**src/logic/cpu_bus_handover_pkg.sv**
```systemverilog
// Purpose: shared constants and types for the bus handover and sync block
// Assumes: everything runs on sys_clk at 25 MHz
// Notes:   request/grant pulses are one clock wide and active low
package cpu_bus_handover_pkg;

  // ==========================================================
  // timing
  localparam int unsigned CLK_PERIOD_NS   = 40;
  localparam int unsigned SYNC_RETEST_CLK = 5;
  localparam logic [2:0]  RETEST_LAST     = 3'(SYNC_RETEST_CLK - 1);
  localparam logic [2:0]  RETEST_ZERO     = 3'h0;
  localparam logic [2:0]  RETEST_STEP     = 3'h1;

  // ==========================================================
  // request/grant lines
  localparam int unsigned RG_LINES  = 2;
  localparam int unsigned RG_HI     = 0;
  localparam int unsigned RG_LO     = 1;
  localparam logic [1:0]  RG_IDLE_N = 2'h3;
  localparam logic [1:0]  RG_NONE   = 2'h0;

  // ==========================================================
  // queue status codes
  localparam logic [1:0] QS_NONE  = 2'h0;
  localparam logic [1:0] QS_FIRST = 2'h1;
  localparam logic [1:0] QS_FLUSH = 2'h2;
  localparam logic [1:0] QS_NEXT  = 2'h3;

  localparam logic [5:0] HANDOFF_FIELD_RST = 6'h00;

  // ==========================================================
  // states
  typedef enum logic [1:0] {
    W_RUN  = 2'b01,
    W_IDLE = 2'b10
  } wait_state_t;

  typedef enum logic [2:0] {
    L_IDLE  = 3'b001,
    L_GRANT = 3'b010,
    L_LOAN  = 3'b100
  } loan_state_t;

  // ==========================================================
  // carriers
  typedef struct packed {
    logic queue_status_bit1;
    logic queue_status_bit0;
  } queue_status_t;

  typedef struct packed {
    logic       valid;
    logic [5:0] field;
  } handoff_bus_t;

endpackage

```
**src/logic/cpu_bus_handover_sync.sv**
```systemverilog
// Purpose: sync-input pause, handoff-op publishing, two-line bus lending
// Assumes: all inputs but rst synchronous to sys_clk; max_mode strap stable at reset
// Notes:   request/grant pins are split into in, out and output-enable (low = drive)
`timescale 1ns/1ps
`default_nettype none

module cpu_bus_handover_sync
  import cpu_bus_handover_pkg::*;
(
  input  wire logic                sys_clk,
  input  wire logic                rst,
  input  wire logic                max_mode,
  input  wire logic                wait_exec,
  input  wire logic                sync_in_n,
  output logic                     wait_idle,
  output logic                     wait_done,
  input  wire logic                op_fetch,
  input  wire logic                op_is_handoff,
  input  wire logic [5:0]          op_field,
  output handoff_bus_t             coprocessor_handoff_op,
  input  wire logic                q_first,
  input  wire logic                q_flush,
  input  wire logic                q_next,
  output queue_status_t            queue_status,
  input  wire logic                locked_instr,
  input  wire logic                hold_req,
  output logic                     bus_takeover_ack,
  input  wire logic [RG_LINES-1:0] req_grant_in_n,
  output logic [RG_LINES-1:0]      req_grant_out_n,
  output logic [RG_LINES-1:0]      req_grant_oe_n,
  input  wire logic                exec_needs_bus,
  input  wire logic                queue_empty,
  output logic                     bus_interface_unit_off,
  output logic                     execution_unit_stall
);

  // ==========================================================
  // strap capture
  // caught after release so the async reset only loads a constant
  logic max_q;
  logic strap_done_q;

  always_ff @(posedge sys_clk or posedge rst) begin
    if (rst) begin
      max_q        <= 1'b0;
      strap_done_q <= 1'b0;
    end else if (!strap_done_q) begin
      max_q        <= max_mode;
      strap_done_q <= 1'b1;
    end
  end

  // ==========================================================
  // pause until sync input
  wait_state_t wstate_q;
  logic [2:0]  retest_q;

  always_ff @(posedge sys_clk or posedge rst) begin
    if (rst) begin
      wstate_q  <= W_RUN;
      retest_q  <= RETEST_ZERO;
      wait_done <= 1'b0;
    end else begin
      wait_done <= 1'b0;
      case (wstate_q)
        W_RUN: begin
          retest_q <= RETEST_ZERO;
          if (wait_exec && !sync_in_n) begin
            wait_done <= 1'b1;
          end else if (wait_exec) begin
            wstate_q <= W_IDLE;
          end
        end
        W_IDLE: begin
          if (retest_q == RETEST_LAST) begin
            retest_q <= RETEST_ZERO;
            if (!sync_in_n) begin
              wstate_q  <= W_RUN;
              wait_done <= 1'b1;
            end
          end else begin
            retest_q <= retest_q + RETEST_STEP;
          end
        end
        default: begin
          wstate_q <= W_RUN;
          retest_q <= RETEST_ZERO;
        end
      endcase
    end
  end

  assign wait_idle = (wstate_q == W_IDLE);

  // ==========================================================
  // handoff op and queue status
  // publish fetched handoff field
  always_ff @(posedge sys_clk or posedge rst) begin
    if (rst) begin
      coprocessor_handoff_op.valid <= 1'b0;
      coprocessor_handoff_op.field <= HANDOFF_FIELD_RST;
    end else begin
      coprocessor_handoff_op.valid <= op_fetch && op_is_handoff;
      if (op_fetch && op_is_handoff) begin
        coprocessor_handoff_op.field <= op_field;
      end
    end
  end

  always_ff @(posedge sys_clk or posedge rst) begin
    if (rst) begin
      queue_status <= QS_NONE;
    end else if (q_flush) begin
      queue_status <= QS_FLUSH;
    end else if (q_first) begin
      queue_status <= QS_FIRST;
    end else if (q_next) begin
      queue_status <= QS_NEXT;
    end else begin
      queue_status <= QS_NONE;
    end
  end

  // ==========================================================
  // request/grant lending
  loan_state_t         lstate_q;
  logic                owner_q;
  logic [RG_LINES-1:0] pend_q;
  logic [RG_LINES-1:0] pulse_seen;
  logic [RG_LINES-1:0] req_set;
  logic [RG_LINES-1:0] req_clr;
  logic                grant_go;
  logic                grant_sel;
  logic                release_seen;

  genvar gi;
  generate
    for (gi = 0; gi < RG_LINES; gi++) begin : g_line
      // low pulse while line not driven by us
      assign pulse_seen[gi] = max_q && !req_grant_in_n[gi] && req_grant_oe_n[gi];
      // owner's pulse during its loan is a release, not a request
      assign req_set[gi]    = pulse_seen[gi] &&
                              !((lstate_q != L_IDLE) && (owner_q == 1'(gi)));
      assign req_clr[gi]    = grant_go && (grant_sel == 1'(gi));
      assign req_grant_out_n[gi] = 1'b0;
    end
  endgenerate

  assign grant_go     = (lstate_q == L_IDLE) && (pend_q != RG_NONE) && !locked_instr;
  assign grant_sel    = pend_q[RG_HI] ? 1'b0 : 1'b1;
  assign release_seen = (lstate_q == L_LOAN) && pulse_seen[owner_q];

  // set wins over clear
  always_ff @(posedge sys_clk or posedge rst) begin
    if (rst) begin
      pend_q <= RG_NONE;
    end else begin
      pend_q <= (pend_q & ~req_clr) | req_set;
    end
  end

  always_ff @(posedge sys_clk or posedge rst) begin
    if (rst) begin
      lstate_q       <= L_IDLE;
      owner_q        <= 1'b0;
      req_grant_oe_n <= RG_IDLE_N;
    end else begin
      req_grant_oe_n <= RG_IDLE_N;
      case (lstate_q)
        L_IDLE: begin
          if (grant_go) begin
            lstate_q                  <= L_GRANT;
            owner_q                   <= grant_sel;
            req_grant_oe_n[grant_sel] <= 1'b0;
          end
        end
        L_GRANT: lstate_q <= L_LOAN;
        L_LOAN: begin
          if (release_seen) begin
            lstate_q <= L_IDLE;
          end
        end
        default: lstate_q <= L_IDLE;
      endcase
    end
  end

  // minimum mode takeover pair, held off by a locked instruction
  always_ff @(posedge sys_clk or posedge rst) begin
    if (rst) begin
      bus_takeover_ack <= 1'b0;
    end else if (max_q || !hold_req) begin
      bus_takeover_ack <= 1'b0;
    end else if (!locked_instr) begin
      bus_takeover_ack <= 1'b1;
    end
  end

  assign bus_interface_unit_off = (lstate_q != L_IDLE) || bus_takeover_ack;
  assign execution_unit_stall   = bus_interface_unit_off && (exec_needs_bus || queue_empty);

  // ==========================================================
  // assertions
  property p_wait_direct;
    @(posedge sys_clk) disable iff (rst)
      (wstate_q == W_RUN && wait_exec && !sync_in_n) |=> (wait_done && !wait_idle);
  endproperty
  a_wait_direct: assert property (p_wait_direct) else $error("direct pass failed");

  property p_wait_hold;
    @(posedge sys_clk) disable iff (rst)
      $rose(wait_idle) |-> (wait_idle && !wait_done) [*5];
  endproperty
  a_wait_hold: assert property (p_wait_hold) else $error("retest interval short");

  property p_wait_exit;
    @(posedge sys_clk) disable iff (rst)
      (wait_idle && !sync_in_n) |-> ##[1:5] wait_done;
  endproperty
  a_wait_exit: assert property (p_wait_exit) else $error("idle did not end");

  property p_handoff;
    @(posedge sys_clk) disable iff (rst)
      (op_fetch && op_is_handoff) |=>
        (coprocessor_handoff_op.valid && coprocessor_handoff_op.field == $past(op_field));
  endproperty
  a_handoff: assert property (p_handoff) else $error("handoff field lost");

  property p_flush_code;
    @(posedge sys_clk) disable iff (rst)
      q_flush |=> (queue_status == QS_FLUSH);
  endproperty
  a_flush_code: assert property (p_flush_code) else $error("flush not reported");

  property p_prio;
    @(posedge sys_clk) disable iff (rst)
      (lstate_q == L_IDLE && pend_q == RG_IDLE_N && !locked_instr) |=>
        (!req_grant_oe_n[RG_HI] && req_grant_oe_n[RG_LO]);
  endproperty
  a_prio: assert property (p_prio) else $error("line 1 granted first");

  property p_no_preempt;
    @(posedge sys_clk) disable iff (rst)
      (lstate_q == L_LOAN && owner_q && !release_seen) |=> req_grant_oe_n[RG_HI];
  endproperty
  a_no_preempt: assert property (p_no_preempt) else $error("loan preempted");

  property p_lock;
    @(posedge sys_clk) disable iff (rst)
      (locked_instr && lstate_q == L_IDLE) |=> (req_grant_oe_n == RG_IDLE_N);
  endproperty
  a_lock: assert property (p_lock) else $error("grant during lock");

  property p_pulse_width;
    @(posedge sys_clk) disable iff (rst)
      (req_grant_oe_n != RG_IDLE_N) |=> (req_grant_oe_n == RG_IDLE_N) ##0 (lstate_q == L_LOAN);
  endproperty
  a_pulse_width: assert property (p_pulse_width) else $error("grant pulse width");

  property p_min_mode;
    @(posedge sys_clk) disable iff (rst)
      (!max_q) |-> (req_grant_oe_n == RG_IDLE_N && lstate_q == L_IDLE);
  endproperty
  a_min_mode: assert property (p_min_mode) else $error("lines active in min mode");

  property p_loan_off;
    @(posedge sys_clk) disable iff (rst)
      (lstate_q == L_LOAN) |-> (bus_interface_unit_off &&
        (execution_unit_stall == (exec_needs_bus || queue_empty)));
  endproperty
  a_loan_off: assert property (p_loan_off) else $error("bus not released");

  property p_release;
    @(posedge sys_clk) disable iff (rst)
      release_seen |=> (lstate_q == L_IDLE); 
  endproperty
  a_release: assert property (p_release) else $error("release ignored");

  c_wait_idle: cover property (@(posedge sys_clk) disable iff (rst) $fell(wait_idle));
  c_both_req: cover property (@(posedge sys_clk) disable iff (rst) pend_q == RG_IDLE_N);
  c_loan_done: cover property (@(posedge sys_clk) disable iff (rst) release_seen);

endmodule

`default_nettype wire

```
**config.mk**
```make
export PLATFORM = sky130hd
export DESIGN_NAME = cpu_bus_handover_sync
export DESIGN_NICKNAME = d
export VERILOG_FILES = /design/src/logic/cpu_bus_handover_pkg.sv /design/src/logic/cpu_bus_handover_sync.sv
export SDC_FILE = /design/constraint.sdc
export NUM_CORES = 1
export LEC_CHECK = 0
export BUFFER_PORTS_ARGS = -buffer_cell sky130_fd_sc_hd__buf_2
export CAP_MARGIN = 40
export CORE_MARGIN = 2
export CORE_UTILIZATION = 30
export CTS_CLUSTER_SIZE = 10
export DETAILED_ROUTE_END_ITERATION = 8
export GPL_TIMING_DRIVEN = 1
export PLACE_DENSITY_LB_ADDON = 0.2
export RECOVER_POWER = 50
export SYNTH_ARGS = -nofsm -noshare
export SYNTH_HDL_FRONTEND = slang
export SYNTH_SLANG_ARGS = --single-unit
```
**constraint.sdc**
```tcl
create_clock -name sys_clk -period 1.5 [get_ports sys_clk]
set_clock_uncertainty 0.05 [all_clocks]
set_input_delay 0.3 -clock sys_clk [delete_from_list [all_inputs] [get_ports sys_clk]]
set_output_delay 0.3 -clock sys_clk [all_outputs]
set_load 0.02 [all_outputs]
```
# --- Word-level counts from Yosys, hierarchy flattened ---
# Cells that the tools add are included.
classes:
  n_lt_le_gt_ge: 3
  reduce_logical: 31
  n_eq_ne: 14
  muxes: 26
  bitwise_logic: 5
  n_addsub: 1
ops:
  columns: ["operator", "count"]
  rows:
  - ["2-bit 2-to-1 mux", 9]
  - ["1-bit logical AND", 17]
  - ["3-bit 2-to-1 mux", 4]
  - ["2-bit inequality test (second input constant)", 5]
  - ["1-bit 2-to-1 mux", 9]
  - ["3-bit one-hot mux with 3 select lines", 1]
  - ["1-bit logical NOT", 7]
  - ["3-bit == test (second input constant)", 2]
  - ["1-bit by 2-bit less-than comparator with 1-bit output (second input constant)", 2]
  - ["2-bit by 1-bit inequality test with 1-bit output (second input constant)", 2]
  - ["2-bit inverter", 2]
  - ["2-bit one-hot mux with 2 select lines", 1]
  - ["2-bit AND reduction", 2]
  - ["4-bit AND reduction", 1]
  - ["3-bit by 1-bit adder with 3-bit output (second input constant)", 1]
  - ["3-bit by 1-bit == test with 1-bit output (second input constant)", 1]
  - ["3-bit by 2-bit == test with 1-bit output (second input constant)", 1]
  - ["1-bit logical OR", 3]
  - ["3-bit by 1-bit inequality test with 1-bit output (second input constant)", 1]
  - ["2-bit bitwise AND", 1]
  - ["2-bit by 1-bit == test with 1-bit output (second input constant)", 1]
  - ["2-bit == test (second input constant)", 1]
  - ["2-bit bitwise OR", 1]
  - ["1-bit one-hot mux with 2 select lines", 1]
  - ["4 further kinds", 4]
word_totals:
  out_inout_bits: 18
  wordCells: 94
  regBits: 26
  input_bits: 22

# --- Depth between registers and ports, before layout ---
# Gate-level depths: netlist (run 1).
depth:
  word_depth: 8
  depth_mapped: 5
  mapped_depth_nobuf: 5

# --- Worst setup path after synthesis (run 1) ---
# No wires, ideal clock.
synth_path:
  kind: "reg2out"
  startpoint: "reg lstate_q[0]"
  endpoint: "out execution_unit_stall"
  stages_incl_launch_ff: 4
  n_path_buf: 0
  t_arrival_ns: 1.157
  setup_slack_ns: -0.007
  required_time_ns: 1.150
  cell_sequence: "dfstp_2 nor3b_2 nand2b_1 o21a_1"
synth_between:
  elab_chain_len: 3
synth_lines:
  columns: ["item", "line_no", "text"]
  rows:
  - ["start, declared", "cpu_bus_handover_sync.sv:126", "loan_state_t lstate_q;"]
  - ["start signal, assigned", "cpu_bus_handover_sync.sv:164", "lstate_q <= L_IDLE;"]
  - ["start signal, assigned", "cpu_bus_handover_sync.sv:172", "lstate_q <= L_GRANT;"]
  - ["start signal, assigned", "cpu_bus_handover_sync.sv:177", "L_GRANT: lstate_q <= L_LOAN;"]
  - ["3-bit by 1-bit inequality test with 1-bit output", "cpu_bus_handover_sync.sv:199", "assign bus_interface_unit_off = (lstate_q != L_IDLE) || bus_takeover_ack;"]
  - ["1-bit logical OR", "cpu_bus_handover_sync.sv:199", null]
  - ["net bus_interface_unit_off", "cpu_bus_handover_sync.sv:33", "output logic bus_interface_unit_off,"]
  - ["1-bit logical AND", "cpu_bus_handover_sync.sv:200", "assign execution_unit_stall = bus_interface_unit_off && (exec_needs_bus || queue_empty);"]
  - ["end, declared", "cpu_bus_handover_sync.sv:34", "output logic execution_unit_stall"]
# The timed path passes the listed nets, and every way through them passes these cells.

# --- Worst setup path in the final report (run 1) ---
layout_path:
  startpoint: "reg lstate_q[0]"
  endpoint: "out execution_unit_stall"
layout_between:
  elab_chain_len: 3
layout_lines:
  columns: ["item", "line_no"]
  rows:
  - ["3-bit by 1-bit inequality test with 1-bit output", "cpu_bus_handover_sync.sv:199"]
  - ["1-bit logical OR", "cpu_bus_handover_sync.sv:199"]
  - ["1-bit logical AND", "cpu_bus_handover_sync.sv:200"]
# Every way passes these cells.

==> flow_summary.json, run 1 <==
{
  "fin_crit_ns": 1.67,
  "place_congestion": 0.785,
  "post_drt_via_cell_ratio": 4.57,
  "crit_arrival_ns": 1.32,
  "htreeDepth": 1,
  "yosysWarnings": 0,
  "power_density_nw_per_um2": 1570,
  "grt-ovfl-total": 0,
  "antenna_found_initial": 0,
  "cts_buffer_depth": 2,
  "comb_power_share_pct": 41.0,
  "start_kind": "flop",
  "grt_first_pass_wirelength_um": 3510,
  "diodes": 0,
  "dr.first_iter.drc_count": 32,
  "cp.depth": 4,
  "crit_fanout": 2,
  "outcome": "complete, but fails checks",
  "hold_buffers": 0,
  "cpMaxStageDelayCell": "dfstp_2",
  "drive_above_1_share_pct": 45.7,
  "numCtsBuffers": 3,
  "ys_ff_latch": 26,
  "dieArea_um2": 4280,
  "layout.nets": 168,
  "pre_cts_ws_ns": 0.0788,
  "portBuffers": 37,
  "share_seq_of_total_power_pct": 43.4,
  "slew_headroom_pct": 57.9,
  "cts_root_buf": "clkbuf_8",
  "setup_viol": 7,
  "violations": "setup timing",
  "critical_path.cell_chain": "nor3b_4 -> nand2b_1 -> o21a_2 -> buf_6",
  "critPathMaxStageDelay_ns": 0.53,
  "clock_latency_ns": 0.26,
  "timing.reg2reg.setup_slack_ns": -0.12,
  "drc": 0,
  "synthToLayoutAreaGrowth_pct": 33.6,
  "rsz0062_at_grt": "true",
  "row_count": 22,
  "p_leak_uw": 0.000753,
  "power.internal_uw": 1560,
  "worstSetupPathType": "flop to output port",
  "hold_viol": 0,
  "synthCells": 93,
  "crit_buf_inv": 1,
  "max-cap-violations": 0,
  "worst_ir_drop_vdd_mv": 0.626,
  "critical_path_required_ns": 1.15,
  "worst_slack_ns": -0.166,
  "seq_area_frac_synth_pct": 57.9,
  "switching_share_pct": 34.2,
  "ys_top_cells_by_area": "dfrtp_1 (49%), dfstp_2 (9.3%), ha_1 (4.4%), mux2_1 (4.0%), inv_1 (3.3%)",
  "routed_wl_um": 2190,
  "core_um2": 3630,
  "grt_pass1_vias": 827,
  "initial_core_util_pct": 31.2,
  "grt_max_degree": 27,
  "yosysUniqueCellTypes": 33,
  "dr.pass1.iters": 2,
  "die_h_um": 65.4,
  "post_drt_wl_per_cell_um": 11.7,
  "path_delay_family": "flip-flops",
  "final_antenna_net_count": 0,
  "hp-class": "input port to async pin",
  "syn_area_um2": 1130,
  "fin_crit_sh_pct": 111,
  "clock_sinks": 26,
  "fmax_mhz": 600,
  "clkPwrFrac_pct": 15.6,
  "die_w_um": 65.4,
  "syn_area_per_cell_um2": 12.2,
  "dp_hpwl_um": 1660,
  "clkTransAtPathRegs_ns": 0.08,
  "synth_top_area_share_pct": 48.6,
  "synth_area_leader_cell": "dfrtp_1",
  "cts_tree": "done",
  "worstMarginPinSlew_ns": 0.632,
  "slew_violations": 0,
  "grtUsageTotal_pct": 10.6,
  "via_count": 860,
  "io-pin-count": 40,
  "end_kind": "output port",
  "p_sw_uw": 813,
  "reg2reg_depth": 5,
  "whs_ns": 0.136
}
-- path summary, 6_finish.rpt --
check                                                  to                       from
worst max-delay path                 execution_unit_stall                lstate_q[0]
worst min-delay path                          wstate_q[1]                        rst
worst max register to register                    owner_q                lstate_q[0]
worst min register to register  coprocessor_handoff_op[5]  coprocessor_handoff_op[5]
max in group asynchronous       coprocessor_handoff_op[5]                        rst
min in group sys_clk                      queue_status[0]                    q_flush
-- registers in the layout (all words and copies together) (netlist names) --
register	cells
wstate_q	2
coprocessor_handoff_op	7
retest_q	3
wait_done	1
req_grant_oe_n	2
lstate_q	3
bus_takeover_ack	1
owner_q	1
pend_q	2
strap_done_q	1
max_q	1
queue_status	2
-- routing by layer --
| metal | vias to the layer above | track usage, % | routed length [um] |
|---|---|---|---|
| li1 | 412 | - | - |
| met3 | 2 | 2.91 | 119 |
| met1 | 427 | 12.4 | 915 |
| met2 | 19 | 18.1 | 1140 |
| met5 | - | 0 | 0 |
| met4 | 0 | 4.69 | 19 |
-- cells in the mapped netlist, drive strengths merged --
cell / number
nor2: 4
nor3b: 4
nand3: 1
conb: 2
and3b: 2
o21a: 4
nand2: 4
o32a: 1
inv: 10
buf: 2
ha: 4
mux2: 7
and2: 1
nand2b: 1
a21o: 1
dfrtp: 22
dfstp: 4
o21ai: 5
nor2b: 1
nor3: 3
nand4bb: 1
or3b: 1
nand4b: 1
a32oi: 1
o211a: 1
and3: 1
nand3b: 1
a31o: 1
a21oi: 2
-- layout by cell type, fill, tap and decap left out, drive strengths merged --
cell	n
buf	44
nand3b	1
o32a	1
o21a	4
nor2	4
a31o	1
a21oi	2
conb	3
dfstp	4
ha	4
o211a	1
or3b	1
o21ai	5
nor3	3
mux2	7
and2	1
nand4b	1
nand4bb	1
clkbuf	4
inv	10
a21o	1
nor2b	1
and3	1
nand2	4
dfrtp	22
a32oi	1
nor3b	4
nand3	1
nand2b	1
and3b	2
-- stage by stage --
stage               setup TNS, ns  cell area, um2  std cells  util (%)  power [uW]
global placement                0            1380        179      38.1        1780
floorplan                       0            1140         94         -        1550
finish                     -0.599            1510        188      41.6        2380
detailed placement              0            1380        179      38.1        1810
global route                -1.04            1510        188      41.6        2540
CTS                        -0.282            1490        186      40.9        2340
-- cell type report --
class,instances,area [um2]
Fill cell,383,2120
Sequential cell,26,656
Multi-Input combinational cell,56,459
Timing Repair Buffer,45,259
Tap cell,48,60.1
Clock buffer,3,41.3
Inverter,10,37.5
-- power groups by stage --
stage                     sequential (uW)  combinational (uW)  clock, uW
after global routing                 1060                1060        419
after global placement               1020                 757          0
after detailed placement             1030                 775          0
final                                1030                 974        372
after floorplan                      1070                 475          0
after CTS                            1030                 920        393
-- worst min-delay path, delay by kind of cell --
kind     cells  cell delay (ns)
buf+inv      3             0.63
-- kinds of logic after synthesis --
logic type               count (synthesis)  synth area share, %
other                                    2                0.663
buffers and inverters                   12                 4.64
multiplexers                             7                 6.96
adder cells (fa/ha/maj)                  4                 4.42
AO/OA/AOI/OAI                           16                 9.72
flip-flops                              26                 57.9
AND/OR/NAND/NOR                         26                 15.7
-- timing repair --
item,4_1_cts,5_1_grt
hold endpoints to repair,0,0
setup buffers,4,3
endpoints found under the setup margin,3,7
pin swaps,1,6
resized for setup,8,4
No activity file was read; power rests on OpenSTA's default activity.
==> run 2, diff against run 1 <==
- ABC_CLOCK_PERIOD_IN_PS: unset -> 1710
- clock period: 1.5 -> 1.71 ns (I/O delays scaled with it)
==> flow_summary.json, run 2 (same netlist as run 1, synthesis figures left out) <==
{
  "post_drt_via_cell_ratio": 4.45,
  "timing.reg2reg.setup_slack_ns": 0.19,
  "switching_share_pct": 33.0,
  "grtUsageTotal_pct": 10.6,
  "hp-class": "input port to flop",
  "power.total_uw": 2040,
  "fill_cells": 377,
  "worstMarginPinSlew_ns": 1.33,
  "fin_crit_ns": 1.70,
  "crit_arrival_ns": 1.31,
  "htreeDepth": 1,
  "die_h_um": 65.4,
  "grt-ovfl-total": 0,
  "p_leak_uw": 0.000737,
  "end_kind": "output port",
  "core_um2": 3630,
  "post_drt_wl_per_cell_um": 10.9,
  "clkPwrFrac_pct": 18.6,
  "hold_viol": 0,
  "drc": 0,
  "max-cap-violations": 0,
  "final_antenna_net_count": 0,
  "power_density_nw_per_um2": 1390,
  "worst_slack_ns": 0.00992,
  "diodes": 0,
  "layout_commonest_cell": "buf_2",
  "cts_root_buf": "clkbuf_8",
  "numCtsBuffers": 3,
  "comb_power_share_pct": 37.3,
  "p_sw_uw": 673,
  "via_count": 827,
  "fin_crit_sh_pct": 99.4,
  "pre_cts_ws_ns": 0.250,
  "initial_core_util_pct": 31.2,
  "fmax_mhz": 588,
  "slew_headroom_pct": 11.5,
  "dr.first_iter.drc_count": 18,
  "cts_buffer_depth": 2,
  "antenna_found_initial": 0,
  "grt_max_degree": 27,
  "die_w_um": 65.4,
  "outcome": "finished, final reports clean",
  "fin_util_pct": 40.4,
  "row_count": 22,
  "share_seq_of_total_power_pct": 44.1,
  "synthToLayoutAreaGrowth_pct": 29.7,
  "drive_above_1_share_pct": 39.9,
  "setup_viol": 0,
  "finalSetupTns_ns": 0,
  "clkTransAtPathRegs_ns": 0.08,
  "layout.nets": 165,
  "clock_latency_ns": 0.26,
  "critical_path_required_ns": 1.32,
  "cts_tree": "done",
  "portBuffers": 37,
  "worstSetupPathType": "flop to output port",
  "start_kind": "flop",
  "slew_violations": 0,
  "grt_first_pass_wirelength_um": 3450,
  "crit_fanout": 2,
  "grt_pass1_vias": 808,
  "routed_wl_um": 2030,
  "clock_sinks": 26,
  "dieArea_um2": 4280,
  "dp_hpwl_um": 1620,
  "place_congestion": 0.714,
  "reg_top3": "coprocessor_handoff_op (7), lstate_q (3), retest_q (3)",
  "hold_buffers": 0,
  "whs_ns": 0.186,
  "io-pin-count": 40,
  "largest_register_ffs": 7,
  "final_cell_mix": "buf_2 (35), dfrtp_1 (22), inv_1 (10)",
  "dr.pass1.iters": 4,
  "max_flop_register": "coprocessor_handoff_op",
  "power.internal_uw": 1370,
  "worst_ir_drop_vdd_mv": 0.544,
  "rsz0062_at_grt": "true"
}
## run 2: cell type report
type,count,area (um2),share of cell area [%]
sequential,26,656,44.6
multi-input combinational,56,437,29.7
timing repair buffer,42,224,15.2
tap,48,60.1,4.09
clock buffer,4,55.1,3.75
inverter,10,37.5,2.56
## run 2: metal layers
layer / up-vias / GRT usage, % / wire, um
met4: 0 / 5.47 / 19
li1: 402 / - / -
met2: 21 / 17.3 / 968
met1: 402 / 13.4 / 945
met3: 2 / 2.05 / 95
met5: - / 0 / 0
## run 2: power by group through the flow
| stage | clock network (uW) | registers (uW) | logic, uW |
|---|---|---|---|
| finish | 380 | 899 | 760 |
| CTS | 402 | 899 | 732 |
| detailed placement | 0 | 910 | 672 |
| floorplan | 0 | 941 | 414 |
| global route | 432 | 922 | 839 |
| global placement | 0 | 898 | 658 |
## run 2: critical path, stage by stage, from the launching register on
cell	delay, ns
dfstp_2	0.53
nor3b_4	0.18
nand2b_1	0.09
o21a_1	0.11
buf_6	0.13
## run 2: metrics by stage
step / cell area [um2] / std cells
2_1_floorplan: 1140 / 94
3_3_place_gp: 1380 / 179
3_5_place_dp: 1380 / 179
4_1_cts: 1460 / 185
5_1_grt: 1470 / 186
6_report: 1470 / 186
## run 2: path summary, 6_finish.rpt
| path | startpoint | to | cells past startpoint |
|---|---|---|---|
| max | lstate_q[0] | execution_unit_stall | 4 |
| min | q_flush | queue_status[0] | 2 |
| max reg2reg | lstate_q[0] | pend_q[1] | 6 |
| min reg2reg | coprocessor_handoff_op[4] | coprocessor_handoff_op[4] | 1 |
| max in group asynchronous | rst | coprocessor_handoff_op[1] | 3 |
| min in group asynchronous | rst | wstate_q[1] | 3 |
## run 2: timing repair
item | in CTS | in global routing
setup buffers | 2 | 1
resized for setup | 2 | 2
endpoints found under the setup margin | 2 | 2
gates cloned | 0 | 0
==> run 3, diff against run 2 <==
- ABC_AREA: unset -> 1
==> flow_summary.json, run 3 <==
{
  "initial_core_util_pct": 31.0,
  "synth_area_leader_cell": "dfrtp_1",
  "critical_path.cell_chain": "inv_2 -> nor2_2 -> nand2_2 -> inv_2 -> nand2_2 -> o21a_1 -> buf_6",
  "power_density_nw_per_um2": 1550,
  "ys_top_cells_by_area": "dfrtp_1 (49%), nand2_1 (12%), dfstp_2 (9.3%), inv_1 (6.0%), ha_1 (4.4%)",
  "max_flop_register": "coprocessor_handoff_op",
  "synth_edf_count": 0,
  "syn_area_per_cell_um2": 9.31,
  "comb_power_share_pct": 39.4,
  "worst_ir_drop_vdd_mv": 0.805,
  "antenna_found_initial": 0,
  "grt_first_pass_wirelength_um": 3370,
  "p_sw_uw": 797,
  "ys_ff_latch": 26,
  "slew_headroom_pct": 10.9,
  "dr.first_iter.drc_count": 11,
  "worst_slack_ns": 0.00914,
  "clock_sinks": 26,
  "crit_fanout": 2,
  "synthTopCellsByCount": "nand2_1 (36), dfrtp_1 (22), inv_1 (18)",
  "core_um2": 3630,
  "dr.pass1.iters": 4,
  "postPlaceCellArea_um2": 1370,
  "via_count": 898,
  "die_w_um": 65.3,
  "final_antenna_net_count": 0,
  "worstSetupPathType": "flop to output port",
  "portBuffers": 37,
  "fin_crit_sh_pct": 99.5,
  "clock_latency_ns": 0.26,
  "yosysUniqueCellTypes": 22,
  "outcome": "finished, final reports clean",
  "synthToLayoutAreaGrowth_pct": 31.8,
  "yosysWarnings": 0,
  "clkTransAtPathRegs_ns": 0.08,
  "p_leak_uw": 0.000820,
  "grt_util_met3_pct": 3.77,
  "fin_util_pct": 40.8,
  "reg_top3": "coprocessor_handoff_op (7), lstate_q (3), retest_q (3)",
  "power.internal_uw": 1500,
  "diodes": 0,
  "reg2reg_depth": 8,
  "r2r_end": "wstate_q[1]",
  "dp_hpwl_um": 1620,
  "cts_root_buf": "clkbuf_8",
  "synth-async-reset-ratio_pct": 100,
  "syn_area_um2": 1130,
  "crit_buf_inv": 3,
  "synthFlopType": "dfrtp_1",
  "cpMaxStageDelayCell": "dfstp_2",
  "post_drt_wl_per_cell_um": 9.60,
  "die_h_um": 65.3,
  "holdPathEnd": "queue_status[0]",
  "seq_area_frac_synth_pct": 58.2,
  "critical_path_required_ns": 1.32,
  "grt_busiest_layer": "met2",
  "synthCells": 121,
  "stdcell_area_um2": 1480,
  "slew_violations": 0,
  "htreeDepth": 1,
  "start_kind": "flop",
  "grt_pass1_vias": 853,
  "timing.reg2reg.setup_slack_ns": 0.31,
  "dieArea_um2": 4260,
  "grt_max_degree": 27,
  "r2r_start": "wstate_q[0]",
  "pre_cts_ws_ns": 0.171,
  "setup_viol": 0,
  "fmax_mhz": 588,
  "layout_commonest_cell": "buf_2",
  "row_count": 22,
  "path_delay_family": "flip-flops",
  "crit_arrival_ns": 1.31,
  "routed_wl_um": 2070,
  "largest_register_ffs": 7,
  "worstMarginPinSlew_ns": 1.34,
  "grtUsageTotal_pct": 10.4,
  "fin_crit_ns": 1.70,
  "use_met1_pct": 11.4,
  "drc": 0,
  "share_seq_of_total_power_pct": 39.2,
  "cts_tree": "done",
  "synth_top_area_share_pct": 48.9,
  "max-cap-violations": 0,
  "end_kind": "output port",
  "critPathMaxStageDelay_ns": 0.53,
  "grt-ovfl-total": 0,
  "numCtsBuffers": 3,
  "hold_viol": 0,
  "layout.nets": 194,
  "holdPathStages": 2,
  "drive_above_1_share_pct": 37.1,
  "min_from": "q_flush",
  "met2_usage_pct": 18.8,
  "hp-class": "input port to flop",
  "switching_share_pct": 34.7,
  "cts_buffer_depth": 2,
  "post_drt_via_cell_ratio": 4.18,
  "synth_most_common_cell": "nand2_1",
  "clkPwrFrac_pct": 21.4,
  "rsz0062_at_grt": "true",
  "final_cell_mix": "buf_2 (36), nand2_1 (35), dfrtp_1 (22)",
  "place_congestion": 0.727,
  "io-pin-count": 40
}
## run 3: repair_timing
action                                  in CTS  in global routing
setup buffers                                5                  0
hold endpoints to repair                     0                  0
pin swaps                                    2                  2
endpoints found under the setup margin       2                  3
resized for setup                            5                  1
hold buffers                                 0                  0
## run 3: cell families (layout without fill, tap and decap cells)
group / after synthesis / after routing / share of synthesized area (%)
AOI/OAI and AO/OA: 12 / 12 / 6.56
xor gates and xnor gates: 1 / 1 / 0.778
adders and majority gates: 4 / 4 / 4.44
buffers and inverters: 20 / 65 / 7.33
DFF: 26 / 26 / 58.2
other: 2 / 3 / 0.667
and+or+nand+nor: 56 / 56 / 22.0
## run 3: worst register-to-register path, stage by stage (launching register included)
cell and delay, ns:
dfstp_2 0.53, inv_1 0.05, ha_2 0.21, nand2_2 0.10, nand2_2 0.05, nor2_2 0.11, nand2_1 0.07, o21ai_1 0.08
inv_1 0.05
## run 3: layout make-up
type                    instances  area [um2]
flip-flops and latches         26         656
well taps                      48        60.1
fillers                       398        2150
multi-input cells              76         397
clock buffers                   3        41.3
inverters                      18        67.6
repair buffers                 43         233
clock inverters                 1        30.0
## run 3: through the flow
step | setup TNS [ns] | hold WS (ns) | cells | power [uW]
finish | 0 | 0.178 | 215 | 2300
global route | -0.0762 | 0.164 | 215 | 2470
CTS | -0.0368 | 0.0724 | 215 | 2340
detailed placement | 0 | 0.372 | 206 | 1670
global placement | 0 | 0.359 | 206 | 1650
floorplan | 0 | 0.329 | 122 | 1460
## run 3: power groups by stage
stage / clock network [uW] / registers (uW) / logic (uW)
2_1_floorplan: 0 / 947 / 513
3_3_place_gp: 0 / 904 / 741
3_5_place_dp: 0 / 909 / 760
4_1_cts: 518 / 902 / 920
5_1_grt: 543 / 923 / 1010
6_report: 492 / 900 / 906
## run 3: how the worst max path moves through the flow
| stage | from | to | slack, ns | cells past startpoint |
|---|---|---|---|---|
| final | lstate_q[0] | execution_unit_stall | 0.009 | 7 |
| after global routing | lstate_q[0] | execution_unit_stall | -0.08 | 7 |
| after CTS | lstate_q[0] | execution_unit_stall | -0.04 | 7 |
| after detailed placement | lstate_q[0] | execution_unit_stall | 0.17 | 7 |
| after global placement | lstate_q[0] | execution_unit_stall | 0.20 | 7 |
| after floorplan | lstate_q[0] | execution_unit_stall | 0.16 | 6 |
## run 3: per-layer routing
layer / up-vias / wire (um)
li1: 455 / -
met1: 415 / 835
met4: 0 / 14
met2: 26 / 1080
met3: 2 / 131
met5: - / 0
